==> src/fsk_pkg.sv <==
// Shared constants for the profile / modulation control link and both of its ends.
// Assumes both ends run on a 250 MHz clk; the serial link is built from plain wires.
package fsk_pkg;
   localparam int ADDR_W = 8;
   localparam int DATA_W = 16;
   localparam int WORD_BITS = 24;
   localparam int NUM_W = 24;
   localparam int DEV_COUNT = 8;
   localparam int AUDIO_BITS = 16;
   localparam int SYNC_W = 9;
   // Synchroniser contents after reset: every pin at its idle level, latch line high
   localparam logic [SYNC_W-1:0] SYNC_IDLE = 9'h040;

   // Serial register addresses
   localparam logic [7:0] ADDR_MAIN = 8'h00;
   localparam logic [7:0] ADDR_NUM_A_HI = 8'h01;
   localparam logic [7:0] ADDR_NUM_A_LO = 8'h02;
   localparam logic [7:0] ADDR_DEV_B0 = 8'h09;
   localparam logic [7:0] ADDR_NUM_B_HI = 8'h17;
   localparam logic [7:0] ADDR_NUM_B_LO = 8'h18;
   localparam logic [7:0] ADDR_DEV_A0 = 8'h19;
   localparam logic [7:0] ADDR_DIRECT = 8'h21;
   localparam logic [7:0] ADDR_DEV_SEL = 8'h22;
   localparam logic [7:0] ADDR_MOD_CTRL = 8'h23;

   // Main control field positions and reset
   localparam int BIT_RESET = 13;
   localparam int BIT_TXRX_SRC = 11;
   localparam int BIT_POL = 10;
   localparam int BIT_RECAL = 9;
   localparam int BIT_PSW_SRC = 8;
   localparam int BIT_DUAL_CAL = 7;
   localparam int BIT_PSEL = 6;
   localparam int RSVD_LSB = 1;
   localparam int BIT_CAL_EN = 0;
   localparam logic [15:0] MAIN_RESET = 16'h0003;

   // Modulation control field positions and reset
   localparam int MC_MODE_LO = 0;
   localparam int MC_MODE_HI = 1;
   localparam int MC_LEVEL_LSB = 2;
   localparam int MC_A_EN = 4;
   localparam int MC_B_EN = 5;
   localparam logic [15:0] MOD_CTRL_RESET = 16'h0000;

   // Link timing: half period of the host-made serial clocks
   localparam int CLK_PERIOD_NS = 4;
   localparam int LINK_HALF_NS = 40;
   localparam int LINK_HALF_CYC = (LINK_HALF_NS + CLK_PERIOD_NS - 1) / CLK_PERIOD_NS;

   typedef enum logic [1:0] {MODE_PIN, MODE_SELECT, MODE_AUDIO, MODE_DIRECT} mod_mode_t;
endpackage

==> src/fsk_link_if.sv <==
// Wires between the host controller and the synthesizer control logic.
// All signals are driven from flip-flops in the host and sampled by the device.
`timescale 1ns/100ps
interface fsk_link_if;
   logic ser_clk;
   logic ser_data;
   logic ser_latch_n;
   logic txrx_control_pin;
   logic [2:0] mod_data_pin;
   logic mod_clk;
   logic mod_frame;

   modport device (
      input ser_clk,
      input ser_data,
      input ser_latch_n,
      input txrx_control_pin,
      input mod_data_pin,
      input mod_clk,
      input mod_frame
   );

   modport host (
      output ser_clk,
      output ser_data,
      output ser_latch_n,
      output txrx_control_pin,
      output mod_data_pin,
      output mod_clk,
      output mod_frame
   );
endinterface

==> src/fsk_profile_control.sv <==
// Device end: serial register port, profile switching and modulation deviation.
// Assumes the link pins come from another clock domain and are resynchronised here.
`timescale 1ns/100ps
module fsk_profile_control
   import fsk_pkg::*;
(
   input wire logic clk,
   input wire logic reset,
   fsk_link_if.device link,
   output logic [NUM_W-1:0] freq_numerator,
   output logic active_profile,
   output logic transmit_active,
   output logic receive_active,
   output logic cal_start,
   output logic cal_dual,
   output logic [DATA_W-1:0] main_control
);

   function automatic logic [NUM_W-1:0] sign_extend(input logic [DATA_W-1:0] d);
      return {{(NUM_W-DATA_W){d[DATA_W-1]}}, d};
   endfunction

   // Index masked down to the programmed number of levels, eight at most
   function automatic logic [2:0] level_index(input logic [2:0] idx, input logic [1:0] lvl);
      logic [2:0] mask;
      case (lvl)
         2'h0: mask = 3'h0;
         2'h1: mask = 3'h1;
         2'h2: mask = 3'h3;
         default: mask = 3'h7;
      endcase
      return idx & mask;
   endfunction

   // Pin synchronisers: sync1 feeds only sync2
   logic [SYNC_W-1:0] sync1, sync2, sync3;
   logic s_ser_clk, s_ser_data, s_latch_n, s_txrx, s_mod_clk, s_mod_frame;
   logic [2:0] s_mod_data;
   logic p_ser_clk, p_latch_n, p_txrx, p_mod_clk, p_mod_frame;

   always_ff @(posedge clk) begin
      if (reset) begin
         sync1 <= SYNC_IDLE;
         sync2 <= SYNC_IDLE;
         sync3 <= SYNC_IDLE;
      end else begin
         sync1 <= {link.ser_clk, link.ser_data, link.ser_latch_n, link.txrx_control_pin,
                   link.mod_clk, link.mod_frame, link.mod_data_pin};
         sync2 <= sync1;
         sync3 <= sync2;
      end
   end

   assign {s_ser_clk, s_ser_data, s_latch_n, s_txrx, s_mod_clk, s_mod_frame, s_mod_data} = sync2;
   assign {p_ser_clk, p_latch_n, p_txrx, p_mod_clk, p_mod_frame} =
      {sync3[8], sync3[6], sync3[5], sync3[4], sync3[3]};

   logic ser_rise, latch_rise, txrx_edge, mod_rise, frame_fall;
   assign ser_rise = s_ser_clk & ~p_ser_clk;
   assign latch_rise = s_latch_n & ~p_latch_n;
   assign txrx_edge = s_txrx ^ p_txrx;
   assign mod_rise = s_mod_clk & ~p_mod_clk;
   assign frame_fall = ~s_mod_frame & p_mod_frame;

   // Register state
   logic [WORD_BITS-1:0] shifter, next_shifter;
   logic [DATA_W-1:0] next_main_control, mod_ctrl, next_mod_ctrl;
   logic [NUM_W-1:0] num_a, next_num_a, num_b, next_num_b;
   logic [DATA_W-1:0] dev_a [DEV_COUNT];
   logic [DATA_W-1:0] dev_b [DEV_COUNT];
   logic [DATA_W-1:0] next_dev_a [DEV_COUNT];
   logic [DATA_W-1:0] next_dev_b [DEV_COUNT];
   logic [2:0] dev_sel, next_dev_sel;
   logic [DATA_W-1:0] direct_dev, next_direct_dev;
   logic [AUDIO_BITS-1:0] audio_shift, next_audio_shift, audio_dev, next_audio_dev;
   logic next_active_profile, next_cal_start, next_cal_dual;
   logic calibrated, next_calibrated;
   logic [ADDR_W-1:0] wr_addr;
   logic [DATA_W-1:0] wr_data;
   logic wr_main;

   assign wr_addr = shifter[WORD_BITS-1:DATA_W];
   assign wr_data = shifter[DATA_W-1:0];
   assign wr_main = latch_rise && wr_addr == ADDR_MAIN;

   always_comb begin
      next_shifter = shifter;
      next_main_control = main_control;
      next_mod_ctrl = mod_ctrl;
      next_num_a = num_a;
      next_num_b = num_b;
      next_dev_a = dev_a;
      next_dev_b = dev_b;
      next_dev_sel = dev_sel;
      next_direct_dev = direct_dev;
      next_audio_shift = audio_shift;
      next_audio_dev = audio_dev;
      next_active_profile = active_profile;
      next_cal_start = 1'b0;
      next_cal_dual = 1'b0;
      next_calibrated = calibrated;

      // Bits are taken only while the latch line is low; MSB first
      if (ser_rise && !s_latch_n) begin
         next_shifter = {shifter[WORD_BITS-2:0], s_ser_data};
      end

      if (mod_rise && s_mod_frame) begin
         next_audio_shift = {audio_shift[AUDIO_BITS-2:0], s_mod_data[0]};
      end
      // The word takes effect only once the frame closes, so a half-shifted
      // value never reaches the numerator
      if (frame_fall) begin
         next_audio_dev = audio_shift;
      end

      // Pin-driven swap needs both source bit and dual calibration enabled
      if (txrx_edge && main_control[BIT_PSW_SRC] && main_control[BIT_DUAL_CAL]) begin
         next_active_profile = ~active_profile;
      end

      if (latch_rise) begin
         if (wr_addr >= ADDR_DEV_A0 && wr_addr < ADDR_DEV_A0 + 8'(DEV_COUNT)) begin
            next_dev_a[3'(wr_addr - ADDR_DEV_A0)] = wr_data;
         end
         if (wr_addr >= ADDR_DEV_B0 && wr_addr < ADDR_DEV_B0 + 8'(DEV_COUNT)) begin
            next_dev_b[3'(wr_addr - ADDR_DEV_B0)] = wr_data;
         end
         case (wr_addr)
            ADDR_NUM_A_HI: next_num_a[NUM_W-1:DATA_W] = wr_data[7:0];
            ADDR_NUM_A_LO: next_num_a[DATA_W-1:0] = wr_data;
            ADDR_NUM_B_HI: next_num_b[NUM_W-1:DATA_W] = wr_data[7:0];
            ADDR_NUM_B_LO: next_num_b[DATA_W-1:0] = wr_data;
            ADDR_DIRECT: next_direct_dev = wr_data;
            ADDR_DEV_SEL: next_dev_sel = wr_data[2:0];
            ADDR_MOD_CTRL: next_mod_ctrl = wr_data;
            default: begin
            end
         endcase
      end

      if (wr_main) begin
         if (wr_data[BIT_RESET]) begin
            // Bit is never stored, so it reads back as zero
            next_main_control = MAIN_RESET;
            next_mod_ctrl = MOD_CTRL_RESET;
            next_num_a = '0;
            next_num_b = '0;
            next_dev_sel = '0;
            next_direct_dev = '0;
            next_active_profile = 1'b0;
            next_calibrated = 1'b0;
            for (int i = 0; i < DEV_COUNT; i++) begin
               next_dev_a[i] = '0;
               next_dev_b[i] = '0;
            end
         end else begin
            next_main_control = wr_data;
            next_active_profile = wr_data[BIT_PSEL];
            if (wr_data[BIT_CAL_EN]) begin
               next_cal_start = 1'b1;
               next_calibrated = 1'b1;
               // Both profiles on the first calibration when dual calibration is enabled, else only on request
               next_cal_dual = wr_data[BIT_RECAL] ||
                               (wr_data[BIT_DUAL_CAL] && !calibrated);
            end
         end
      end
   end

   always_ff @(posedge clk) begin
      if (reset) begin
         shifter <= '0;
         main_control <= MAIN_RESET;
         mod_ctrl <= MOD_CTRL_RESET;
         num_a <= '0;
         num_b <= '0;
         dev_sel <= '0;
         direct_dev <= '0;
         audio_shift <= '0;
         audio_dev <= '0;
         active_profile <= 1'b0;
         cal_start <= 1'b0;
         cal_dual <= 1'b0;
         calibrated <= 1'b0;
         for (int i = 0; i < DEV_COUNT; i++) begin
            dev_a[i] <= '0;
            dev_b[i] <= '0;
         end
      end else begin
         shifter <= next_shifter;
         main_control <= next_main_control;
         mod_ctrl <= next_mod_ctrl;
         num_a <= next_num_a;
         num_b <= next_num_b;
         dev_sel <= next_dev_sel;
         direct_dev <= next_direct_dev;
         audio_shift <= next_audio_shift;
         audio_dev <= next_audio_dev;
         active_profile <= next_active_profile;
         cal_start <= next_cal_start;
         cal_dual <= next_cal_dual;
         calibrated <= next_calibrated;
         dev_a <= next_dev_a;
         dev_b <= next_dev_b;
      end
   end

   // Deviation path and port switching
   mod_mode_t mode;
   logic [1:0] level;
   logic mod_enable;
   logic [2:0] index;
   logic [DATA_W-1:0] deviation;
   logic [NUM_W-1:0] base_num, next_freq_numerator;
   logic tx_level, next_transmit_active, next_receive_active;

   always_comb begin
      case ({mod_ctrl[MC_MODE_HI], mod_ctrl[MC_MODE_LO]})
         2'b00: mode = MODE_PIN;
         2'b01: mode = MODE_SELECT;
         2'b10: mode = MODE_AUDIO;
         default: mode = MODE_DIRECT;
      endcase
      level = mod_ctrl[MC_LEVEL_LSB +: 2];
      mod_enable = active_profile ? mod_ctrl[MC_B_EN] : mod_ctrl[MC_A_EN];
      base_num = active_profile ? num_b : num_a;
      index = '0;
      deviation = '0;
      case (mode)
         MODE_PIN: index = level_index(s_mod_data, level);
         MODE_SELECT: index = level_index(dev_sel, level);
         default: index = '0;
      endcase
      case (mode)
         MODE_PIN, MODE_SELECT: deviation = active_profile ? dev_b[index] : dev_a[index];
         MODE_DIRECT: deviation = direct_dev;
         MODE_AUDIO: deviation = AUDIO_BITS'(audio_dev);
         default: deviation = '0;
      endcase
      if (!mod_enable) begin
         deviation = '0;
      end
      // One count of numerator is one minimum step; sum wraps at 24 bits
      next_freq_numerator = NUM_W'(base_num + sign_extend(deviation));

      tx_level = main_control[BIT_POL] ? s_txrx : ~s_txrx;
      if (main_control[BIT_TXRX_SRC]) begin
         next_transmit_active = tx_level;
         next_receive_active = ~tx_level;
      end else begin
         // Register-controlled: the transmit port is the one left on
         next_transmit_active = 1'b1;
         next_receive_active = 1'b0;
      end
   end

   always_ff @(posedge clk) begin
      if (reset) begin
         freq_numerator <= '0;
         transmit_active <= 1'b1;
         receive_active <= 1'b0;
      end else begin
         freq_numerator <= next_freq_numerator;
         transmit_active <= next_transmit_active;
         receive_active <= next_receive_active;
      end
   end
endmodule

==> src/flat_wrapper.sv <==
// flat-port wrapper written by rule: the top's interface ports become plain ports
module fsk_profile_control_flat import fsk_pkg::*;
  (clk, reset, freq_numerator, active_profile, transmit_active, receive_active, cal_start, cal_dual, main_control, link_ser_clk, link_ser_data, link_ser_latch_n, link_txrx_control_pin, link_mod_data_pin, link_mod_clk, link_mod_frame);
  fsk_link_if link_i ();
  input wire logic clk;
  input wire logic reset;
  output logic [NUM_W-1:0] freq_numerator;
  output logic active_profile;
  output logic transmit_active;
  output logic receive_active;
  output logic cal_start;
  output logic cal_dual;
  output logic [DATA_W-1:0] main_control;
  input wire logic [$bits(link_i.ser_clk)-1:0] link_ser_clk;
  input wire logic [$bits(link_i.ser_data)-1:0] link_ser_data;
  input wire logic [$bits(link_i.ser_latch_n)-1:0] link_ser_latch_n;
  input wire logic [$bits(link_i.txrx_control_pin)-1:0] link_txrx_control_pin;
  input wire logic [$bits(link_i.mod_data_pin)-1:0] link_mod_data_pin;
  input wire logic [$bits(link_i.mod_clk)-1:0] link_mod_clk;
  input wire logic [$bits(link_i.mod_frame)-1:0] link_mod_frame;
  assign link_i.ser_clk = link_ser_clk;
  assign link_i.ser_data = link_ser_data;
  assign link_i.ser_latch_n = link_ser_latch_n;
  assign link_i.txrx_control_pin = link_txrx_control_pin;
  assign link_i.mod_data_pin = link_mod_data_pin;
  assign link_i.mod_clk = link_mod_clk;
  assign link_i.mod_frame = link_mod_frame;
  fsk_profile_control u_core (.clk(clk), .reset(reset), .link(link_i), .freq_numerator(freq_numerator), .active_profile(active_profile), .transmit_active(transmit_active), .receive_active(receive_active), .cal_start(cal_start), .cal_dual(cal_dual), .main_control(main_control));
endmodule
==> config.mk <==
export PLATFORM = sky130hd
export DESIGN_NAME = fsk_profile_control_flat
export DESIGN_NICKNAME = d
export VERILOG_FILES = /design/src/fsk_pkg.sv /design/src/fsk_link_if.sv /design/src/fsk_profile_control.sv /design/src/flat_wrapper.sv
export SDC_FILE = /design/constraint.sdc
export NUM_CORES = 1
export LEC_CHECK = 0
export BUFFER_PORTS_ARGS = -buffer_cell sky130_fd_sc_hd__buf_2
export CAP_MARGIN = 20
export CORE_ASPECT_RATIO = 0.9
export CORE_MARGIN = 2
export CORE_UTILIZATION = 45
export DETAILED_ROUTE_END_ITERATION = 10
export MAX_ROUTING_LAYER = met4
export PLACE_DENSITY = 0.66
export SYNTH_ARGS = -nofsm -noshare
export SYNTH_HDL_FRONTEND = slang
export SYNTH_SLANG_ARGS = --single-unit
==> constraint.sdc <==
create_clock -name clk -period 14.1 [get_ports clk]
set_input_delay 2.115 -clock clk [delete_from_list [all_inputs] [get_ports clk]]
set_output_delay 2.115 -clock clk [all_outputs]
set_load 0.05 [all_outputs]
==> flow_summary.json, run 1 <==
{
  "antenna_found_initial": 0,
  "final_common_cell": "dfxtp_1",
  "post_cts_buffers": 0,
  "fin_hold_ws_ns": 0.4387,
  "cts.repair.resized": 0,
  "netSwitchingFraction": 0.2112,
  "syn_to_final_growth_pct": 11.65,
  "grt_max_degree": 108,
  "arrival_ns": 6.87,
  "ios": 56,
  "cp_max_fo": 33,
  "r2r_start": "u_core.mod_ctrl[0]$_SDFF_PP0_",
  "clk_pin_slew_ns": 0.06,
  "cts_buffer_depth": 3,
  "leakage_nw": 8.212,
  "synth_fp_nets": 2035,
  "routabilityCongestion": 0.8707,
  "status": "completed",
  "cp-start-kind": "flop",
  "grt_pass1_wl_um": 79870,
  "hold_buffers": 0,
  "start_util": 0.4554,
  "cap_violations": 0,
  "combPwrFrac": 0.014,
  "synth_area_leader_cell": "dfxtp_1",
  "rows": 72,
  "dp.cells": 2473,
  "async_reset_ff_frac": 0,
  "vias": 14420,
  "cts_tree": "built",
  "cp-end-kind": "flop",
  "via_per_inst": 5.632,
  "antennaDiodeCount": 0,
  "finalPower_mw": 2.538,
  "fmax_mhz": 155.6,
  "preCtsSetupSlack_ns": 7.752,
  "io_buffers": 54,
  "ys_ff_latch": 453,
  "fin_nets": 2006,
  "critical_path_class": "flop to flop",
  "tns_ns": 0,
  "cts.sink_count": 453,
  "routedWlPerCell_um": 19.92,
  "slew_headroom": 0.2224,
  "drt_iter0_drc": 1333,
  "worst-r2r-cell-count": 18,
  "layout_common_cells": "dfxtp_1 (452), nor2_1 (315), mux2i_1 (290), nand2_1 (256), a21oi_1 (137)",
  "switching_power_mw": 0.5360,
  "cts.htree.levels": 2,
  "first_global_vias": 14010,
  "coreArea_sq_mm": 0.04297,
  "multi_input_area_sq_mm": 0.009864,
  "layout-drive-gt1-share": 0.1491,
  "grt-ovfl-total": 0,
  "setup_violations": 0,
  "hp-start": "u_core.sync1[5]$_SDFF_PP0_",
  "min_to": "u_core.sync2[5]$_SDFF_PP0_",
  "postRouteAntennaNets": 0,
  "syn_inst": 1999,
  "die_area_sq_mm": 0.04518,
  "synthTopCellsByArea": "dfxtp_1 (46%), mux2i_1 (15%), mux4_2 (9.0%), nor2_1 (6.2%), nand2_1 (4.9%)",
  "p_int_mw": 2.002,
  "synth_area_per_cell_sq_um": 9.790,
  "holdPathStages": 1,
  "yosys_most_used_dff": "dfxtp_1",
  "stdcell_count": 2561,
  "clock_skew_ns": 0.02347,
  "cts_root_buffer": "clkbuf_16",
  "die_h_um": 201.8,
  "cp_data_required_time_ns": 14.54,
  "maxSlewViolCount": 0,
  "synth_edf_count": 0,
  "yosysTopAreaCellShare": 0.4634,
  "die-width_um": 223.8,
  "period_share": 0.4558,
  "fill_cells": 3826,
  "worst_slack_ns": 7.673,
  "rsz0062_at_grt": "no",
  "clk_latency_ns": 0.57,
  "yosysSeqAreaShare": 0.4634,
  "tightest_slew_ns": 1.165,
  "netlist-cell-type-count": 68,
  "pwr-share-seq": 0.506,
  "hp-class": "flop to flop",
  "clkPwrFrac": 0.480,
  "synth_area_sq_mm": 0.01957,
  "final_hold_viol_count": 0,
  "regArea_sq_mm": 0.009070,
  "drc_errors": 0,
  "synth_warnings": 0,
  "ir_drop_mv": 0.08170,
  "drt_pre_antenna_iters": 6,
  "finalWirelength_um": 51010,
  "rr_endpoint": "u_core.freq_numerator[23]$_SDFF_PP0_",
  "reg2reg_slack_ns": 7.67,
  "p_per_area_mw_per_mm2": 116.1,
  "place_hpwl_um": 30880,
  "cts_inserted_buffers": 45,
  "period_needed_ns": 6.427,
  "grt_use_total": 0.2320
}
==> registers in the layout, indices dropped and copies added, names as in the netlist, 15 cells and up <==
register and count:
u_core.dev_a 128, u_core.num_a 24, u_core.shifter 24, u_core.freq_numerator 24, u_core.audio_dev 16, u_core.audio_shift 16
u_core.direct_dev 16, u_core.dev_b 128, u_core.main_control 15, u_core.num_b 24
==> final cells by class <==
cell class                 count  area share
tap                          555     0.03178
timing repair buffer          91     0.03012
clock buffer                  69     0.06310
multi-input combinational   1366      0.4515
clock inverter                14    0.006185
inverter                      13    0.002233
sequential                   453      0.4151
==> cell families after synthesis <==
group	synth area share
other	0.0001916
AO/OA/AOI/OAI	0.06847
XOR/XNOR	0.009846
buffers and inverters	0.03708
flip-flops	0.4634
adder cells (fa/ha/maj)	0.01688
AND/OR/NAND/NOR	0.1515
multiplexers	0.2527
==> how the worst max path moves through the flow <==
stage                                        from                                    to  cells after the start
3_3_place_gp        u_core.mod_ctrl[0]$_SDFF_PP0_  u_core.freq_numerator[23]$_SDFF_PP0_                     18
6_report            u_core.mod_ctrl[0]$_SDFF_PP0_  u_core.freq_numerator[23]$_SDFF_PP0_                     18
4_1_cts             u_core.mod_ctrl[0]$_SDFF_PP0_  u_core.freq_numerator[23]$_SDFF_PP0_                     18
2_1_floorplan  u_core.active_profile$_SDFFE_PP0P_  u_core.freq_numerator[23]$_SDFF_PP0_                     17
3_5_place_dp        u_core.mod_ctrl[0]$_SDFF_PP0_  u_core.freq_numerator[23]$_SDFF_PP0_                     18
5_1_grt             u_core.mod_ctrl[0]$_SDFF_PP0_  u_core.freq_numerator[23]$_SDFF_PP0_                     18
==> stage by stage <==
| stage | instance area, sq um | utilization |
|---|---|---|
| final | 21850 | 0.5085 |
| after global placement | 20180 | 0.4695 |
| after global routing | 21850 | 0.5085 |
| after detailed placement | 20230 | 0.4708 |
| after CTS | 21740 | 0.5060 |
| after floorplan | 19570 | - |
==> layer usage <==
layer | GRT usage | routed length [um] | vias to the layer above
li1 | - | - | 6797
met1 | 0.3172 | 23610 | 7098
met2 | 0.3524 | 22560 | 418
met3 | 0.03809 | 3159 | 111
met4 | 0.07476 | 1678 | 0
met5 | - | 0 | -
==> synth_stat cells, drive strengths merged (5+ instances only) <==
cell type,instances
a211oi,18
mux2,23
and2,5
dfxtp,453
buf,35
ha,24
nor2b,33
clkbuf,132
xnor2,16
nand3,29
or2,8
xor2,6
nor2,323
mux2i,291
nand2b,7
a21oi,137
a22o,13
o2111ai,5
inv,13
or3,7
nand2,256
nor3,17
a21o,6
o21ai,15
mux4,78
==> critical path, cell delays in order (launching register included) <==
cell	delay (ns)
dfxtp_1	0.34
mux2i_4	0.21
nor2_4	0.10
buf_4	0.55
buf_4	0.65
mux4_2	0.59
mux4_2	0.52
nor2_1	0.13
a211oi_1	0.07
ha_1	0.41
nand3_1	0.11
a211oi_1	0.25
o22ai_1	0.15
o31ai_1	0.93
and2_1	0.26
o2111ai_1	0.15
a31o_2	0.29
mux2i_1	0.18
mux2_1	0.34
==> power by group through the flow <==
stage | Combinational, mW | Clock, mW | Sequential, mW
floorplan | 0.0237 | 0 | 1.31
global placement | 0.0319 | 0 | 1.31
detailed placement | 0.0321 | 0 | 1.31
CTS | 0.0323 | 1.24 | 1.28
global route | 0.0375 | 1.29 | 1.28
finish | 0.0345 | 1.22 | 1.28
Power figures use the tool's default switching activity.
==> inputs of run 2 (changes only) <==
- PLACE_DENSITY: 0.66 -> 0.68
- clock period: 14.1 -> 5.65 ns (I/O delays scaled with it)
==> run 2 against run 1 <==
  * Fmax is 19% higher
  * Critical endpoint is now u_core.freq_numerator[22]$_SDFF_PP0_
  * Power grew to 2.5 times the previous value
  * Critical path type unchanged
  * Flip-flop and latch count stayed put
  * Setup slack worse by 7.4 ns
  * Register-to-register slack worse by 7.4 ns
  * Cell area is 0.88% higher
==> flow_summary.json, run 2 (synthesized netlist as in run 1, its figures left out) <==
{
  "status": "completed",
  "final_hold_viol_count": 0,
  "io_buffers": 54,
  "ir_drop_mv": 0.2556,
  "wl_met1_um": 22650,
  "crit_end": "u_core.freq_numerator[22]$_SDFF_PP0_",
  "rsz0062_at_grt": "no",
  "cts_tree": "built",
  "drc_errors": 0,
  "wl_met3_um": 3810,
  "first_global_vias": 13750,
  "worst-r2r-cell-count": 19,
  "route.met2.wl_um": 23600,
  "final_common_cell": "dfxtp_1",
  "tightest_slew_ns": 1.136,
  "die_h_um": 201.8,
  "p_int_mw": 5.073,
  "tns_ns": 0,
  "ios": 56,
  "drt_pre_antenna_iters": 6,
  "top_layer_used": "met4",
  "worst_slack_ns": 0.2582,
  "design_area_sq_mm": 0.02204,
  "place_hpwl_um": 31920,
  "hp-class": "flop to flop",
  "cp_max_fo": 24,
  "finalWirelength_um": 51170,
  "arrival_ns": 5.84,
  "crit_path_start": "u_core.mod_ctrl[0]$_SDFF_PP0_",
  "switching_power_mw": 1.314,
  "setup_violations": 0,
  "die_area_sq_mm": 0.04518,
  "coreArea_sq_mm": 0.04297,
  "fin_nets": 2011,
  "rows": 72,
  "layout-drive-gt1-share": 0.1505,
  "fmax_mhz": 185.5,
  "preCtsSetupSlack_ns": 0.1058,
  "vias": 14390,
  "antenna_found_initial": 0,
  "syn_to_final_growth_pct": 12.63,
  "grt_max_degree": 123,
  "period_needed_ns": 5.392,
  "rr_endpoint": "u_core.freq_numerator[22]$_SDFF_PP0_",
  "via_per_inst": 5.617,
  "postRouteAntennaNets": 0,
  "reg2reg_slack_ns": 0.26,
  "fin_util": 0.5130,
  "grt-ovfl-total": 0,
  "start_util": 0.4554,
  "maxSlewViolCount": 0,
  "clk_pin_slew_ns": 0.07,
  "cts_inserted_buffers": 44,
  "cts_buffer_depth": 3,
  "fin_hold_ws_ns": 0.4291,
  "period_share": 0.9543,
  "clk_latency_ns": 0.57,
  "dp.cells": 2476,
  "cp-start-kind": "flop",
  "slew_headroom": 0.2416,
  "cap_violations": 0,
  "stdcell_count": 2562,
  "routedWlPerCell_um": 19.97,
  "placed_area_sq_mm": 0.02036,
  "critical_path_class": "flop to flop",
  "antennaDiodeCount": 0,
  "cts.htree.levels": 2,
  "finalPower_mw": 6.386,
  "die-width_um": 223.8,
  "cts_root_buffer": "clkbuf_16",
  "p_per_area_mw_per_mm2": 289.7,
  "combPwrFrac": 0.013,
  "r2r_start": "u_core.mod_ctrl[0]$_SDFF_PP0_",
  "grt_pass1_wl_um": 78690,
  "grt_use_total": 0.2296,
  "drt_iter0_drc": 1356,
  "leakage_nw": 8.262,
  "clkPwrFrac": 0.485,
  "clock_skew_ns": 0.02758,
  "cp_data_required_time_ns": 6.10,
  "cp-end-kind": "flop",
  "pwr-share-seq": 0.502,
  "netSwitchingFraction": 0.2057,
  "layout_common_cells": "dfxtp_1 (452), nor2_1 (315), mux2i_1 (289), nand2_1 (256), a21oi_1 (137)",
  "reg.largest.list": "u_core.dev_a x128, u_core.dev_b x128",
  "routabilityCongestion": 0.8845,
  "cts.sink_count": 453
}
==> run 2: changes by cell type in the layout (fill, tap and decap cells not counted), moves of 2 or more <==
cell / previous run / this run
buf_12: 0 / 9
clkbuf_8: 12 / 7
nor2_2: 6 / 1
nor2_4: 2 / 7
buf_4: 32 / 28
bufinv_16: 2 / 6
clkinv_2: 8 / 6
==> run 2: critical path, cell delays in order, from the launching register on <==
cell       delay, ns
dfxtp_1         0.40
mux2i_4         0.25
nor2_4          0.33
buf_12          0.28
mux4_2          0.52
mux4_2          0.51
nor2_1          0.11
a211oi_1        0.06
ha_1            0.26
inv_1           0.09
fa_1            0.19
nor2b_1         0.07
o31a_1          0.29
o2111ai_1       0.27
a21o_1          0.17
a31oi_1         0.21
o211a_2         0.35
o41ai_1         0.45
a2111oi_1       0.15
a211o_1         0.30
==> run 2: layout make-up <==
| cell class | count | area [sq um] |
|---|---|---|
| Inverter | 13 | 48.80 |
| Clock buffer | 63 | 1285 |
| Multi-Input combinational cell | 1367 | 9907 |
| Timing Repair Buffer | 96 | 795.8 |
| Tap cell | 555 | 694.4 |
| Clock inverter | 15 | 241.5 |
| Sequential cell | 453 | 9070 |
| Fill cell | 3780 | 20930 |
==> run 2: what timing repair did <==
item,in CTS,in global routing
gates resized for setup,0,2
hold buffers,0,0
setup endpoints to repair,0,4
buffers inserted,0,1
==> run 2: worst min-delay path by stage <==
stage	slack [ns]	cells past startpoint	startpoint	to
2_1_floorplan	0.39	1	u_core.sync1[6]$_SDFF_PP1_	u_core.sync2[6]$_SDFF_PP1_
4_1_cts	0.43	1	u_core.sync1[6]$_SDFF_PP1_	u_core.sync2[6]$_SDFF_PP1_
3_5_place_dp	0.40	1	u_core.sync1[6]$_SDFF_PP1_	u_core.sync2[6]$_SDFF_PP1_
6_report	0.43	1	u_core.sync1[6]$_SDFF_PP1_	u_core.sync2[6]$_SDFF_PP1_
5_1_grt	0.44	1	u_core.sync1[6]$_SDFF_PP1_	u_core.sync2[6]$_SDFF_PP1_
3_3_place_gp	0.40	1	u_core.sync1[6]$_SDFF_PP1_	u_core.sync2[6]$_SDFF_PP1_
==> run 2: power groups by stage <==
stage / registers [mW] / logic, mW / clock network, mW
after floorplan: 3.28 / 0.0591 / 0
after global placement: 3.28 / 0.0810 / 0
after CTS: 3.20 / 0.0828 / 3.14
after global routing: 3.20 / 0.0907 / 3.28
final: 3.20 / 0.0843 / 3.10
after detailed placement: 3.28 / 0.0825 / 0
==> run 2: per-layer routing <==
metal,up-vias,global-route usage
met4,0,0.05857
li1,6804,-
met3,84,0.04114
met2,491,0.3566
met1,7013,0.3113
met5,-,-
